===== src/shared/timer_defines.vh =====
// register map, field positions and mode codes of the waveform timer
`ifndef TIMER_DEFINES_VH
`define TIMER_DEFINES_VH
`define ADDR_CTRL_A      3'h0
`define ADDR_CTRL_B      3'h1
`define ADDR_COUNT       3'h2
`define ADDR_CMP_A       3'h3
`define ADDR_CMP_B       3'h4
`define ADDR_FLAGS       3'h5
`define CTRL_A_WMASK     8'hF3
`define CTRL_B_WMASK     8'h0F
`define FLAGS_WMASK      8'h07
`define BIT_WGM_HI       3
`define BIT_FLAG_OVF     0
`define BIT_FLAG_MA      1
`define BIT_FLAG_MB      2
`define VAL_BOTTOM       8'h00
`define VAL_MAX          8'hFF
`define MODE_NORMAL      3'h0
`define MODE_PC_FIX      3'h1
`define MODE_CTC         3'h2
`define MODE_FAST_FIX    3'h3
`define MODE_PC_VAR      3'h5
`define MODE_FAST_VAR    3'h7
`define COM_OFF          2'h0
`define COM_TOGGLE       2'h1
`define COM_CLEAR        2'h2
`define COM_SET          2'h3
`define CS_STOP          3'h0
`define CS_DIV1          3'h1
`define CS_DIV8          3'h2
`define CS_DIV64         3'h3
`define CS_DIV256        3'h4
`define CS_DIV1024       3'h5
`define CS_EXT_FALL      3'h6
`define CS_EXT_RISE      3'h7
`define PRESCALE_WIDTH   10
`endif

===== src/core/tick_select.v =====
// prescaler and clock source selection producing the timer tick enable
`include "timer_defines.vh"
module tick_select
(
    input  wire       clk_sys,
    input  wire       rst_b,
    input  wire [2:0] clock_source_sel,
    input  wire       ext_clk_in,
    output reg        timer_tick_enable
);
    reg [`PRESCALE_WIDTH-1:0] pre_q;
    reg                       ext_q;
    wire ext_rise = ext_clk_in & ~ext_q;
    wire ext_fall = ~ext_clk_in & ext_q;

    always @(posedge clk_sys or negedge rst_b)
    begin
        if (!rst_b)
        begin
            pre_q <= {`PRESCALE_WIDTH{1'b0}};
            ext_q <= 1'b0;
        end
        else
        begin
            pre_q <= pre_q + 1'b1;
            ext_q <= ext_clk_in;
        end
    end

    // tick is combinational so it lines up with the counter enable
    always @*
    begin
        case (clock_source_sel)
            `CS_STOP:     timer_tick_enable = 1'b0;
            `CS_DIV1:     timer_tick_enable = 1'b1;
            `CS_DIV8:     timer_tick_enable = (pre_q[2:0] == 3'h7);
            `CS_DIV64:    timer_tick_enable = (pre_q[5:0] == 6'h3F);
            `CS_DIV256:   timer_tick_enable = (pre_q[7:0] == 8'hFF);
            `CS_DIV1024:  timer_tick_enable = (pre_q == 10'h3FF);
            `CS_EXT_FALL: timer_tick_enable = ext_fall;
            `CS_EXT_RISE: timer_tick_enable = ext_rise;
            default:      timer_tick_enable = 1'b0;
        endcase
    end
endmodule // tick_select


===== src/core/timer_waveform.v =====
// 8-bit timer with two compare channels behind an avalon-mm slave
// Function
// - timer tick is a clock enable on the single system clock
// - nonzero channel a mode overrides pin; driven only when direction selects output
// - non-pwm channel a: 00 off, 01 toggle, 10 clear, 11 set on match
// - fast pwm channel a: 01 toggles if mode high bit; 10/11 non-inverting/inverting
// - phase correct channel a: 10 clear up, set down; 11 reverse; 01 toggle if high
// - pwm channel a compare equal top with high bit: match ignored, action at top
// - nonzero channel b mode overrides pin; driven only when direction selects output
// - non-pwm channel b: 00 off, 01 toggle, 10 clear, 11 set on match
// - fast pwm channel b: 01 reserved; 10 clear/set top; 11 set/clear top
// - phase correct channel b: 01 reserved; 10 clear up, set down; 11 reverse
// - pwm channel b compare equal top with high bit: match ignored, action at top
// - control a bits 3 and 2 always read zero
// - mode from two control a bits plus one control b bit
// - top is 0xFF in modes 0,1,3; compare a in 2,5,7
// - compare writes immediate in non-pwm, buffered to top in pwm
// - overflow flag at max in 0,2,3; bottom in 1,5; top in 7
// - fast pwm counts bottom to top then restarts at bottom
// - phase correct counts up then down, reversing at top and at bottom with no hold tick
// - clock select: stop, divide 1/8/64/256/1024, external fall or rise
`include "timer_defines.vh"
module timer_waveform
(
    input  wire       clk_sys,
    input  wire       rst_b,
    input  wire [2:0] avs_address,
    input  wire       avs_read,
    input  wire       avs_write,
    input  wire [7:0] avs_writedata,
    output reg  [7:0] avs_readdata,
    output wire       avs_waitrequest,
    input  wire       ext_clk_in,
    input  wire       chan_a_dir_out,
    input  wire       chan_b_dir_out,
    output wire       chan_a_wave_out,
    output wire       chan_a_wave_oe_b,
    output wire       chan_b_wave_out,
    output wire       chan_b_wave_oe_b
);
    reg  [7:0] timer_waveform_control_a_q;
    reg  [3:0] timer_clock_control_b_q;
    reg  [7:0] counter_value_q;
    reg        count_down_q;
    reg        overflow_flag_q;
    reg        chan_a_match_flag_q;
    reg        chan_b_match_flag_q;
    reg        block_q;
    reg        rd_done_q;
    reg  [7:0] count_d;
    reg        down_d;
    reg        ovf_evt;

    wire       timer_tick_enable;
    wire [7:0] cmp_a_buf;
    wire [7:0] cmp_a_act;
    wire [7:0] cmp_b_buf;
    wire [7:0] cmp_b_act;
    wire       wave_a;
    wire       wave_b;
    wire       match_a;
    wire       match_b;

    wire [1:0] chan_a_output_mode   = timer_waveform_control_a_q[7:6];
    wire [1:0] chan_b_output_mode   = timer_waveform_control_a_q[5:4];
    wire [1:0] generation_mode_low  = timer_waveform_control_a_q[1:0];
    wire       generation_mode_high = timer_clock_control_b_q[`BIT_WGM_HI];
    wire [2:0] clock_source_sel     = timer_clock_control_b_q[2:0];
    wire [2:0] generation_mode_sel  = {generation_mode_high, generation_mode_low};

    wire pwm_mode  = generation_mode_low[0];
    wire fast_mode = (generation_mode_low == 2'h3);
    wire pc_mode   = pwm_mode && !fast_mode;
    wire ctc_mode  = (generation_mode_sel == `MODE_CTC);
    wire var_top   = (generation_mode_sel == `MODE_CTC) || (generation_mode_sel == `MODE_PC_VAR) ||
                     (generation_mode_sel == `MODE_FAST_VAR);
    wire [7:0] top_value = var_top ? cmp_a_act : `VAL_MAX;
    wire at_top    = (counter_value_q == top_value);
    wire at_bottom = (counter_value_q == `VAL_BOTTOM);

    wire wr_en = avs_write;
    wire wr_cnt   = wr_en && (avs_address == `ADDR_COUNT);
    wire wr_cmp_a = wr_en && (avs_address == `ADDR_CMP_A);
    wire wr_cmp_b = wr_en && (avs_address == `ADDR_CMP_B);
    wire wr_flags = wr_en && (avs_address == `ADDR_FLAGS);

    // writes complete at once; a read takes one wait cycle so data comes from a flop
    assign avs_waitrequest = avs_read && !rd_done_q;

    tick_select u_tick
    (
        .clk_sys           (clk_sys),
        .rst_b             (rst_b),
        .clock_source_sel  (clock_source_sel),
        .ext_clk_in        (ext_clk_in),
        .timer_tick_enable (timer_tick_enable)
    );

    wave_channel #(.TOGGLE_IN_PWM(1)) u_chan_a
    (
        .clk_sys       (clk_sys),
        .rst_b         (rst_b),
        .tick          (timer_tick_enable),
        .pwm_mode      (pwm_mode),
        .fast_mode     (fast_mode),
        .gen_high      (generation_mode_high),
        .count_down    (count_down_q),
        .at_top        (at_top),
        .at_bottom     (at_bottom),
        .counter_value (counter_value_q),
        .top_value     (top_value),
        .output_mode   (chan_a_output_mode),
        .cmp_wr        (wr_cmp_a),
        .cmp_wdata     (avs_writedata),
        .block_match   (block_q),
        .cmp_buf_q     (cmp_a_buf),
        .cmp_act_q     (cmp_a_act),
        .wave_q        (wave_a),
        .match         (match_a)
    );

    wave_channel #(.TOGGLE_IN_PWM(0)) u_chan_b
    (
        .clk_sys       (clk_sys),
        .rst_b         (rst_b),
        .tick          (timer_tick_enable),
        .pwm_mode      (pwm_mode),
        .fast_mode     (fast_mode),
        .gen_high      (generation_mode_high),
        .count_down    (count_down_q),
        .at_top        (at_top),
        .at_bottom     (at_bottom),
        .counter_value (counter_value_q),
        .top_value     (top_value),
        .output_mode   (chan_b_output_mode),
        .cmp_wr        (wr_cmp_b),
        .cmp_wdata     (avs_writedata),
        .block_match   (block_q),
        .cmp_buf_q     (cmp_b_buf),
        .cmp_act_q     (cmp_b_act),
        .wave_q        (wave_b),
        .match         (match_b)
    );

    // pin override: the enable is low while the waveform drives the pin
    assign chan_a_wave_out  = wave_a;
    assign chan_a_wave_oe_b = ~((chan_a_output_mode != `COM_OFF) && chan_a_dir_out);
    assign chan_b_wave_out  = wave_b;
    assign chan_b_wave_oe_b = ~((chan_b_output_mode != `COM_OFF) && chan_b_dir_out);

    // next counter value and overflow event for one tick
    always @*
    begin
        count_d = counter_value_q;
        down_d  = count_down_q;
        ovf_evt = 1'b0;
        if (pc_mode)
        begin
            if (!count_down_q)
            begin
                if (at_top)
                begin
                    down_d  = 1'b1;
                    count_d = counter_value_q - 8'h01;
                end
                else
                    count_d = counter_value_q + 8'h01;
            end
            else if (at_bottom)
            begin
                down_d  = 1'b0;
                count_d = counter_value_q + 8'h01;
                ovf_evt = 1'b1;
            end
            else
                count_d = counter_value_q - 8'h01;
        end
        else
        begin
            down_d = 1'b0;
            if ((fast_mode || ctc_mode) && at_top)
                count_d = `VAL_BOTTOM;
            else
                count_d = counter_value_q + 8'h01;
            if (generation_mode_sel == `MODE_FAST_VAR)
                ovf_evt = at_top;
            else
                ovf_evt = (counter_value_q == `VAL_MAX);
        end
    end

    always @(posedge clk_sys or negedge rst_b)
    begin
        if (!rst_b)
        begin
            timer_waveform_control_a_q <= 8'h00;
            timer_clock_control_b_q    <= 4'h0;
            counter_value_q            <= `VAL_BOTTOM;
            count_down_q               <= 1'b0;
            overflow_flag_q            <= 1'b0;
            chan_a_match_flag_q        <= 1'b0;
            chan_b_match_flag_q        <= 1'b0;
            block_q                    <= 1'b0;
            rd_done_q                  <= 1'b0;
            avs_readdata               <= 8'h00;
        end
        else
        begin
            if (wr_en && avs_address == `ADDR_CTRL_A)
                timer_waveform_control_a_q <= avs_writedata & `CTRL_A_WMASK;
            if (wr_en && avs_address == `ADDR_CTRL_B)
                timer_clock_control_b_q <= avs_writedata[3:0];
            // a counter write suppresses the compare match on the following tick
            if (wr_cnt)
            begin
                counter_value_q <= avs_writedata;
                block_q         <= 1'b1;
            end
            else if (timer_tick_enable)
            begin
                counter_value_q <= count_d;
                count_down_q    <= down_d;
                block_q         <= 1'b0;
            end
            // set wins over a software clear in the same cycle
            overflow_flag_q <= (timer_tick_enable && ovf_evt) ||
                               (overflow_flag_q && !(wr_flags && avs_writedata[`BIT_FLAG_OVF]));
            chan_a_match_flag_q <= match_a ||
                                   (chan_a_match_flag_q && !(wr_flags && avs_writedata[`BIT_FLAG_MA]));
            chan_b_match_flag_q <= match_b ||
                                   (chan_b_match_flag_q && !(wr_flags && avs_writedata[`BIT_FLAG_MB]));
            rd_done_q <= avs_read && !rd_done_q;
            if (avs_read && !rd_done_q)
            begin
                case (avs_address)
                    `ADDR_CTRL_A: avs_readdata <= timer_waveform_control_a_q & `CTRL_A_WMASK;
                    `ADDR_CTRL_B: avs_readdata <= {4'h0, timer_clock_control_b_q};
                    `ADDR_COUNT:  avs_readdata <= counter_value_q;
                    `ADDR_CMP_A:  avs_readdata <= cmp_a_buf;
                    `ADDR_CMP_B:  avs_readdata <= cmp_b_buf;
                    `ADDR_FLAGS:  avs_readdata <= {5'h00, chan_b_match_flag_q, chan_a_match_flag_q, overflow_flag_q};
                    default:      avs_readdata <= 8'h00;
                endcase
            end
        end
    end
endmodule // timer_waveform


===== src/core/wave_channel.v =====
// one compare output channel: buffered compare value and waveform bit
`include "timer_defines.vh"
module wave_channel
#(
    parameter TOGGLE_IN_PWM = 1
)
(
    input  wire       clk_sys,
    input  wire       rst_b,
    input  wire       tick,
    input  wire       pwm_mode,
    input  wire       fast_mode,
    input  wire       gen_high,
    input  wire       count_down,
    input  wire       at_top,
    input  wire       at_bottom,
    input  wire [7:0] counter_value,
    input  wire [7:0] top_value,
    input  wire [1:0] output_mode,
    input  wire       cmp_wr,
    input  wire [7:0] cmp_wdata,
    input  wire       block_match,
    output reg  [7:0] cmp_buf_q,
    output reg  [7:0] cmp_act_q,
    output reg        wave_q,
    output wire       match
);
    wire equal      = (counter_value == cmp_act_q) && !block_match;
    wire top_case   = pwm_mode && output_mode[1] && (cmp_act_q == top_value);
    assign match    = tick && equal;
    wire pwm_toggle = (TOGGLE_IN_PWM != 0) && gen_high;
    reg  wave_d;

    always @*
    begin
        wave_d = wave_q;
        if (!pwm_mode)
        begin
            if (match)
            begin
                case (output_mode)
                    `COM_TOGGLE: wave_d = ~wave_q;
                    `COM_CLEAR:  wave_d = 1'b0;
                    `COM_SET:    wave_d = 1'b1;
                    default:     wave_d = wave_q;
                endcase
            end
        end
        else if (tick)
        begin
            if (fast_mode)
            begin
                if (top_case && at_top)
                    wave_d = (output_mode == `COM_SET) ? 1'b0 : 1'b1;
                else if (equal && !top_case)
                begin
                    if (output_mode == `COM_TOGGLE && pwm_toggle)
                        wave_d = ~wave_q;
                    else if (output_mode == `COM_CLEAR)
                        wave_d = 1'b0;
                    else if (output_mode == `COM_SET)
                        wave_d = 1'b1;
                end
                else if (at_top && output_mode[1])
                    wave_d = (output_mode == `COM_CLEAR);
            end
            else
            begin
                if (top_case && at_top)
                    wave_d = (output_mode == `COM_CLEAR);
                else if (equal && !top_case)
                begin
                    if (output_mode == `COM_TOGGLE && pwm_toggle)
                        wave_d = ~wave_q;
                    else if (output_mode[1])
                        wave_d = (output_mode == `COM_CLEAR) ? count_down : ~count_down;
                end
            end
        end
    end

    always @(posedge clk_sys or negedge rst_b)
    begin
        if (!rst_b)
        begin
            cmp_buf_q <= `VAL_BOTTOM;
            cmp_act_q <= `VAL_BOTTOM;
            wave_q    <= 1'b0;
        end
        else
        begin
            wave_q <= wave_d;
            if (cmp_wr)
                cmp_buf_q <= cmp_wdata;
            if (!pwm_mode && cmp_wr)
                cmp_act_q <= cmp_wdata;
            else if (pwm_mode && tick && at_top)
                cmp_act_q <= cmp_buf_q;
            else if (!pwm_mode)
                cmp_act_q <= cmp_buf_q;
        end
    end
endmodule // wave_channel


===== config.mk =====
export PLATFORM = sky130hd
export DESIGN_NAME = timer_waveform
export DESIGN_NICKNAME = d
export VERILOG_FILES = /design/src/core/tick_select.v /design/src/core/timer_waveform.v /design/src/core/wave_channel.v
export VERILOG_INCLUDE_DIRS = /design/src /design/src/shared
export SDC_FILE = /design/constraint.sdc
export NUM_CORES = 1
export LEC_CHECK = 0
export BUFFER_PORTS_ARGS = -buffer_cell sky130_fd_sc_hd__buf_4
export CAP_MARGIN = 20
export CORE_ASPECT_RATIO = 1.4
export CORE_UTILIZATION = 60
export CTS_CLUSTER_SIZE = 8
export DETAILED_ROUTE_END_ITERATION = 10
export HOLD_SLACK_MARGIN = 0.06
export PLACE_DENSITY = 0.83
export SYNTH_ARGS = -nofsm -noshare
export SYNTH_HDL_FRONTEND = slang
export SYNTH_SLANG_ARGS = --single-unit
export TNS_END_PERCENT = 10

===== constraint.sdc =====
create_clock -name clk_sys -period 6.9 [get_ports clk_sys]
set_input_delay 0.345 -clock clk_sys [delete_from_list [all_inputs] [get_ports clk_sys]]
set_output_delay 0.345 -clock clk_sys [all_outputs]
set_load 0.01 [all_outputs]

* Word level (Yosys, flattened, before mapping)
Cells that the tools add are included. Widths: inputs -> output; s select.
Word-level totals: flip-flop bits (word level) 77, output and inout bits 13, bits of input ports 18, logic and storage cells 197
Operators by class: multiplexer cells 58, bitwise logic cells 10, add/sub/neg operators 3, reductions and logical operators 65, equal/unequal tests 43
Operator list (number):
- $mux 8 | 14
- $pmux 8 s6 | 1
- $eq 8x8->1 | 5
- $mux 1 | 40
- $logic_and 1x1->1 | 37
- $eq 3x3->1 const B | 9
- $ne 4x1->1 const B | 5
- $eq 8x8->1 const B | 2
- $eq 3x2->1 const B | 5
- $reduce_and 7->1 | 2
- $add 10x1->10 const B | 1
- $eq 10x10->1 const B | 1
- $eq 2x2->1 const B | 5
- $reduce_bool 2->1 | 5
- $logic_not 1->1 | 9
- $add 8x1->8 const B | 1
- $logic_not 8->1 | 1
- $not 1->1 | 8
- $pmux 1 s8 | 1
- $reduce_bool 4->1 | 2
- $sub 8x1->8 const B | 1
- $ne 7x5->1 const B | 1
- $eq 3x1->1 const B | 2
- $eq 6x6->1 const B | 1
- 10 further kinds | 20

* Logic depth before layout (Yosys ltp)
depth in word-level cells 13, mapped depth 13, mapped depth without buffers 11

* By module
A second synthesis with hierarchy kept.
Second synthesis, totals: cells, all modules 553, area, all modules 5092.4 µm²
Modules (own cells, without submodules):
- timer_waveform | sequential area each 800.8 µm², times used 1, cells each 286, area each 2434.8 µm²
- wave_channel at u_chan_a | sequential area each 425.4 µm², times used 1, cells each 115, area each 1098.6 µm²
- wave_channel at u_chan_b | sequential area each 425.4 µm², times used 1, cells each 108, area each 1061.0 µm²
- tick_select | sequential area each 275.3 µm², times used 1, cells each 44, area each 498.0 µm²

* Worst setup path after synthesis
OpenSTA, ideal clock, no wires.
path type register to register, start register timer_waveform_control_a_q[0], end register u_chan_b.wave_q, buffers on the path 2, required time 6.775 ns, arrival time 2.776 ns, library setup time 0.125 ns, slack 4.000 ns, cell stages (with the launch flop) 14, clock period less this slack 2.900 ns, cells stage by stage dfrtp_1 buf_2 and2_0 buf_2 nor2_1 a22o_1 a21oi_1 nor3b_1 nor2_1 ha_1 o21ai_0 o21ai_2 a221oi_2 mux2_2
Between the ends: longest elaborated chain between the ends 13, elaborated cells between the ends (all ways) 29, those cells by class eq/ne (11); mux (7); reduce/logical (11)
RTL lines:
- from (decl) | line timer_waveform.v:41 | reg [7:0] timer_waveform_control_a_q;
- from (signal assigned) | line timer_waveform.v:210 | timer_waveform_control_a_q <= avs_writedata & `CTRL_A_WMASK;
- $eq 3x2->1 (no line) or $eq 3x3->1 (tied branches)
- $logic_or 1x1->1 (2 in series) | line timer_waveform.v:75 | wire var_top = (generation_mode_sel == `MODE_CTC) || (generation_mode_sel == `MODE_PC_VAR) ||
- $mux 8 (no line)
- $eq 8x8->1 | line wave_channel.v:29 | wire top_case = pwm_mode && output_mode[1] && (cmp_act_q == top_value);
- $logic_and 1x1->1 | line wave_channel.v:29
- $logic_not 1->1 | line wave_channel.v:55, wave_channel.v:71
- $logic_and 1x1->1 | line wave_channel.v:55, wave_channel.v:71
- $mux 1 | line wave_channel.v:55 | else if (equal && !top_case)
- $mux 1 | line wave_channel.v:53 | if (top_case && at_top)
- $mux 1 | line wave_channel.v:51 | if (fast_mode)
- $mux 1 | line wave_channel.v:49 | else if (tick)
- $mux 1 | line wave_channel.v:37 | if (!pwm_mode)
- to (signal assigned) | line wave_channel.v:92 | wave_q <= wave_d;
- to (decl) | line wave_channel.v:25 | output reg wave_q,
Parallel ways exist; a longest one is shown, timed or not. The select of a mux whose other input is x is not followed. A chain may end at the register's enable or synchronous reset.

* Worst setup path in the final report
start register timer_waveform_control_a_q[0], end register counter_value_q[4]
Between the ends: longest elaborated chain between the ends 10, elaborated cells between the ends (all ways) 18, those cells by class eq/ne (5); mux (7); reduce/logical (6)
RTL lines:
- $eq 3x2->1 (no line) or $eq 3x3->1 (tied branches)
- $logic_or 1x1->1 (2 in series) | line timer_waveform.v:75
- $mux 8 (no line)
- $eq 8x8->1 | line timer_waveform.v:78 | wire at_top = (counter_value_q == top_value);
- $mux 8 or $logic_and 1x1->1 (tied branches) | line timer_waveform.v:161, timer_waveform.v:181
- $mux 8 (on tied branches) | line timer_waveform.v:159, timer_waveform.v:181
- $mux 8 (*) | line timer_waveform.v:157 | if (pc_mode)
- $mux 8 (*) | line timer_waveform.v:219 | else if (timer_tick_enable)
- $mux 8 (*) | line timer_waveform.v:214 | if (wr_cnt)
- to (signal assigned) | line timer_waveform.v:198 | counter_value_q <= `VAL_BOTTOM;
- to (signal assigned) | line timer_waveform.v:216 | counter_value_q <= avs_writedata;
- to (signal assigned) | line timer_waveform.v:221 | counter_value_q <= count_d;
- to (decl) | line timer_waveform.v:43 | reg [7:0] counter_value_q;
Every way passes the cells marked *; elsewhere a longest branch is shown, timed or not. The select of a mux whose other input is x is not followed.

==> reports/metrics.cfg <==
[run_status]
status = finished clean

[routing]
drtIter0Drc = 568
wl_per_cell_um = 21.3
drt_pre_antenna_iters = 6
drt_wl_total_um = 14300
route.vias.total = 4535
drc_errors = 0
viasPerCell = 6.76
drtAntennaViolNets = 0

[floorplan]
die_h_um = 111
fp.coreArea_mm2 = 0.00815
die_w_um = 79.6
fp-row-count = 39
start_util_pct = 62.1
die-area_mm2 = 0.00881
pin_count = 31

[hold_path]
hold_path_depth = 1
hold_end = u_tick.ext_q
hold_start = ext_clk_in
min_path_type = input port to flop

[worst_setup_path]
endpoint_kind = flop
max_stage_delay_ns = 0.96
reg2reg_from = timer_waveform_control_a_q[0]
reg2reg_to = counter_value_q[4]
worstSetupPathType = flop to flop
cp.required_ns = 7.11
critPathMaxFanout = 29
crit_family = simple AND/OR/NAND/NOR gates
r2r_cells = 8
cpMaxStageDelayCell = dfrtp_1
crit_arrival_ns = 3.98
worst_setup_path_start_kind = flop
critPathBufInv = 0
crit_path_cell_trace = and2_0 -> nor2_1 -> nor4_1 -> o2111ai_2 -> a21o_1 -> or3b_1 -> a21oi_1 -> o221ai_1
reg2reg_slack_ns = 3.12

[timing]
final_hold_viol_count = 0
fmax_mhz = 265
max_slew.worst_pin.slew_ns = 1.08
fin_tns_setup_ns = 0
rsz0062_at_grt = false
final_max_slew_viol_count = 0
slew_headroom_pct = 27.6
min_period_ns = 3.78
finalCritPeriodShare_pct = 54.7
setup_viol = 0
finalClockSkew_ns = 0.00658

[grt]
antenna_found_initial = 0
grt_pass1_wl_um = 22700
grt.busiest_layer = met2
met3_usage_pct = 5.87
grt_max_degree = 78
grt_pass1_vias = 4463
grt_use_met1_pct = 41.7
grt_use_total_pct = 34.2
overflow = 0
met2_usage_pct = 55.7

[cells_and_area]
antenna_cells = 0
layout_common_cells = 77 x dfrtp_1, 53 x nand2_1, 50 x nor2_1
final_common_cell = dfrtp_1
design_area_mm2 = 0.00555
syn_to_final_growth_pct = 9.80
multiInputGateArea_mm2 = 0.00290
n_fill_cell = 623
regArea_mm2 = 0.00193
drive_above_1_share_pct = 16.0
final_nets = 588

[cts]
cts_tree = built
clock-sinks = 77
hold_buffers = 0
ctsHtreeMaxLevel = 3
cts_buffer_depth = 2
root_buffer = clkbuf_16
cts.clk_slew.worst_paths_ns = 0.06
cts-buffers-inserted = 9
cts_resized = 0
post_cts_buffers = 0
clkLatencyLatePin_ns = 0.34

[job]
maxCapViolCount = 0

[yosys]
yosysTopAreaCellShare_pct = 38.1
ys_seq_area_share_pct = 38.1
ys.flop_type = dfrtp_1
ys_ff_latch = 77
yosysWarnings = 0
synth_area_mm2 = 0.00506
avgSynthCellArea_um2 = 9.03
synth-edff-count = 0
syn_nets = 584
synthCells = 560
synthTopCellsByArea = dfrtp_1 38%, mux2i_1 6.5%, mux2_2 6.2%, nand2_1 3.9%, a21oi_1 3.9%
yosys.area.top_type = dfrtp_1
synth.distinct_cells = 72
async_reset_ff_share_pct = 100

[pwr]
irDropWorstVdd_mv = 0.209
power.density_mw_per_mm2 = 352
leakage_nw = 2.30

[place]
io_buffer_count = 30
dpl.hpwl_um = 10100
gp_congestion = 0.894
dpl_cell_area_mm2 = 0.00526

## worst max path at each step
stage                                             start                    end  slack, ns  cells past startpoint
final                     timer_waveform_control_a_q[0]     counter_value_q[4]       3.12                      8
after detailed placement  timer_waveform_control_a_q[0]     counter_value_q[4]       3.23                      8
after global placement    timer_waveform_control_a_q[0]        u_chan_b.wave_q       3.35                     11
after floorplan           timer_waveform_control_a_q[0]        u_chan_b.wave_q       4.00                     13
after global routing      timer_waveform_control_a_q[0]     counter_value_q[4]       2.86                      8
after CTS                 timer_waveform_control_a_q[0]  u_chan_b.cmp_act_q[5]       3.18                      7
## kinds of logic after synthesis
family | after synthesis | synth area share [%]
AOI/OAI and AO/OA | 130 | 17.7
and+or+nand+nor | 201 | 20.2
adders and majority gates | 6 | 1.48
muxes | 62 | 13.2
buffers and inverters | 57 | 4.63
xor gates and xnor gates | 27 | 4.68
DFF | 77 | 38.1
## sequential cells by signal, summed over array words and instances, names as in the netlist
name and count:
timer_waveform_control_a_q 6, u_tick.pre_q 10, counter_value_q 8, rd_done_q 1, avs_readdata 8, chan_b_match_flag_q 1, chan_a_match_flag_q 1, overflow_flag_q 1
u_tick.ext_q 1, u_chan_b.wave_q 1, count_down_q 1, u_chan_a.cmp_act_q 8, u_chan_a.wave_q 1, timer_clock_control_b_q 4, u_chan_b.cmp_buf_q 8, u_chan_a.cmp_buf_q 8
block_q 1, u_chan_b.cmp_act_q 8
## Yosys cell counts, types with 4 or more instances
master	count
a21oi_1	39
a31oi_1	5
and2_1	4
and3_1	7
buf_1	5
buf_2	4
clkbuf_1	29
dfrtp_1	77
ha_1	6
inv_1	17
mux2_2	28
mux2i_1	33
nand2_1	53
nand2b_1	9
nand3_1	16
nand4_1	4
nor2_1	50
nor2b_1	11
nor3_1	13
nor4_1	6
o21ai_0	27
or3_1	7
xnor2_1	17
xor2_1	10
## cell type report
type | instances | share of cell area [%]
repair buffers | 33 | 4.60
clock buffers | 11 | 4.37
inverters | 17 | 1.15
multi-input cells | 426 | 52.2
clock inverters | 5 | 0.653
well taps | 102 | 2.30
flip-flops and latches | 77 | 34.7
## stage by stage
stage / cells / setup slack, ns / utilization (%) / hold slack (ns) / power (W)
2_1_floorplan: 560 / 4.00 / - / 0.0494 / 0.00126
3_3_place_gp: 654 / 3.35 / 64.5 / 0.467 / 0.00146
3_5_place_dp: 654 / 3.23 / 64.5 / 0.468 / 0.00149
4_1_cts: 670 / 3.18 / 68.0 / 0.122 / 0.00193
5_1_grt: 671 / 2.86 / 68.1 / 0.119 / 0.00205
6_report: 671 / 3.12 / 68.1 / 0.122 / 0.00195
## per-layer routing
layer	vias to the layer above	part of all wire [%]
met5	-	0
met4	0	5.6
met3	65	7.1
met2	233	49
met1	2212	38
li1	2025	-
## power breakdown
| group | switching [W] | internal (W) | total (W) |
|---|---|---|---|
| logic | 0.000357 | 0.000321 | 0.000678 |
| registers | 0.000271 | 0.000563 | 0.000834 |
| clock network | 0.000190 | 0.000253 | 0.000443 |
| total | 0.000818 | 0.00114 | 0.00195 |
Power figures use the tool's default switching activity.
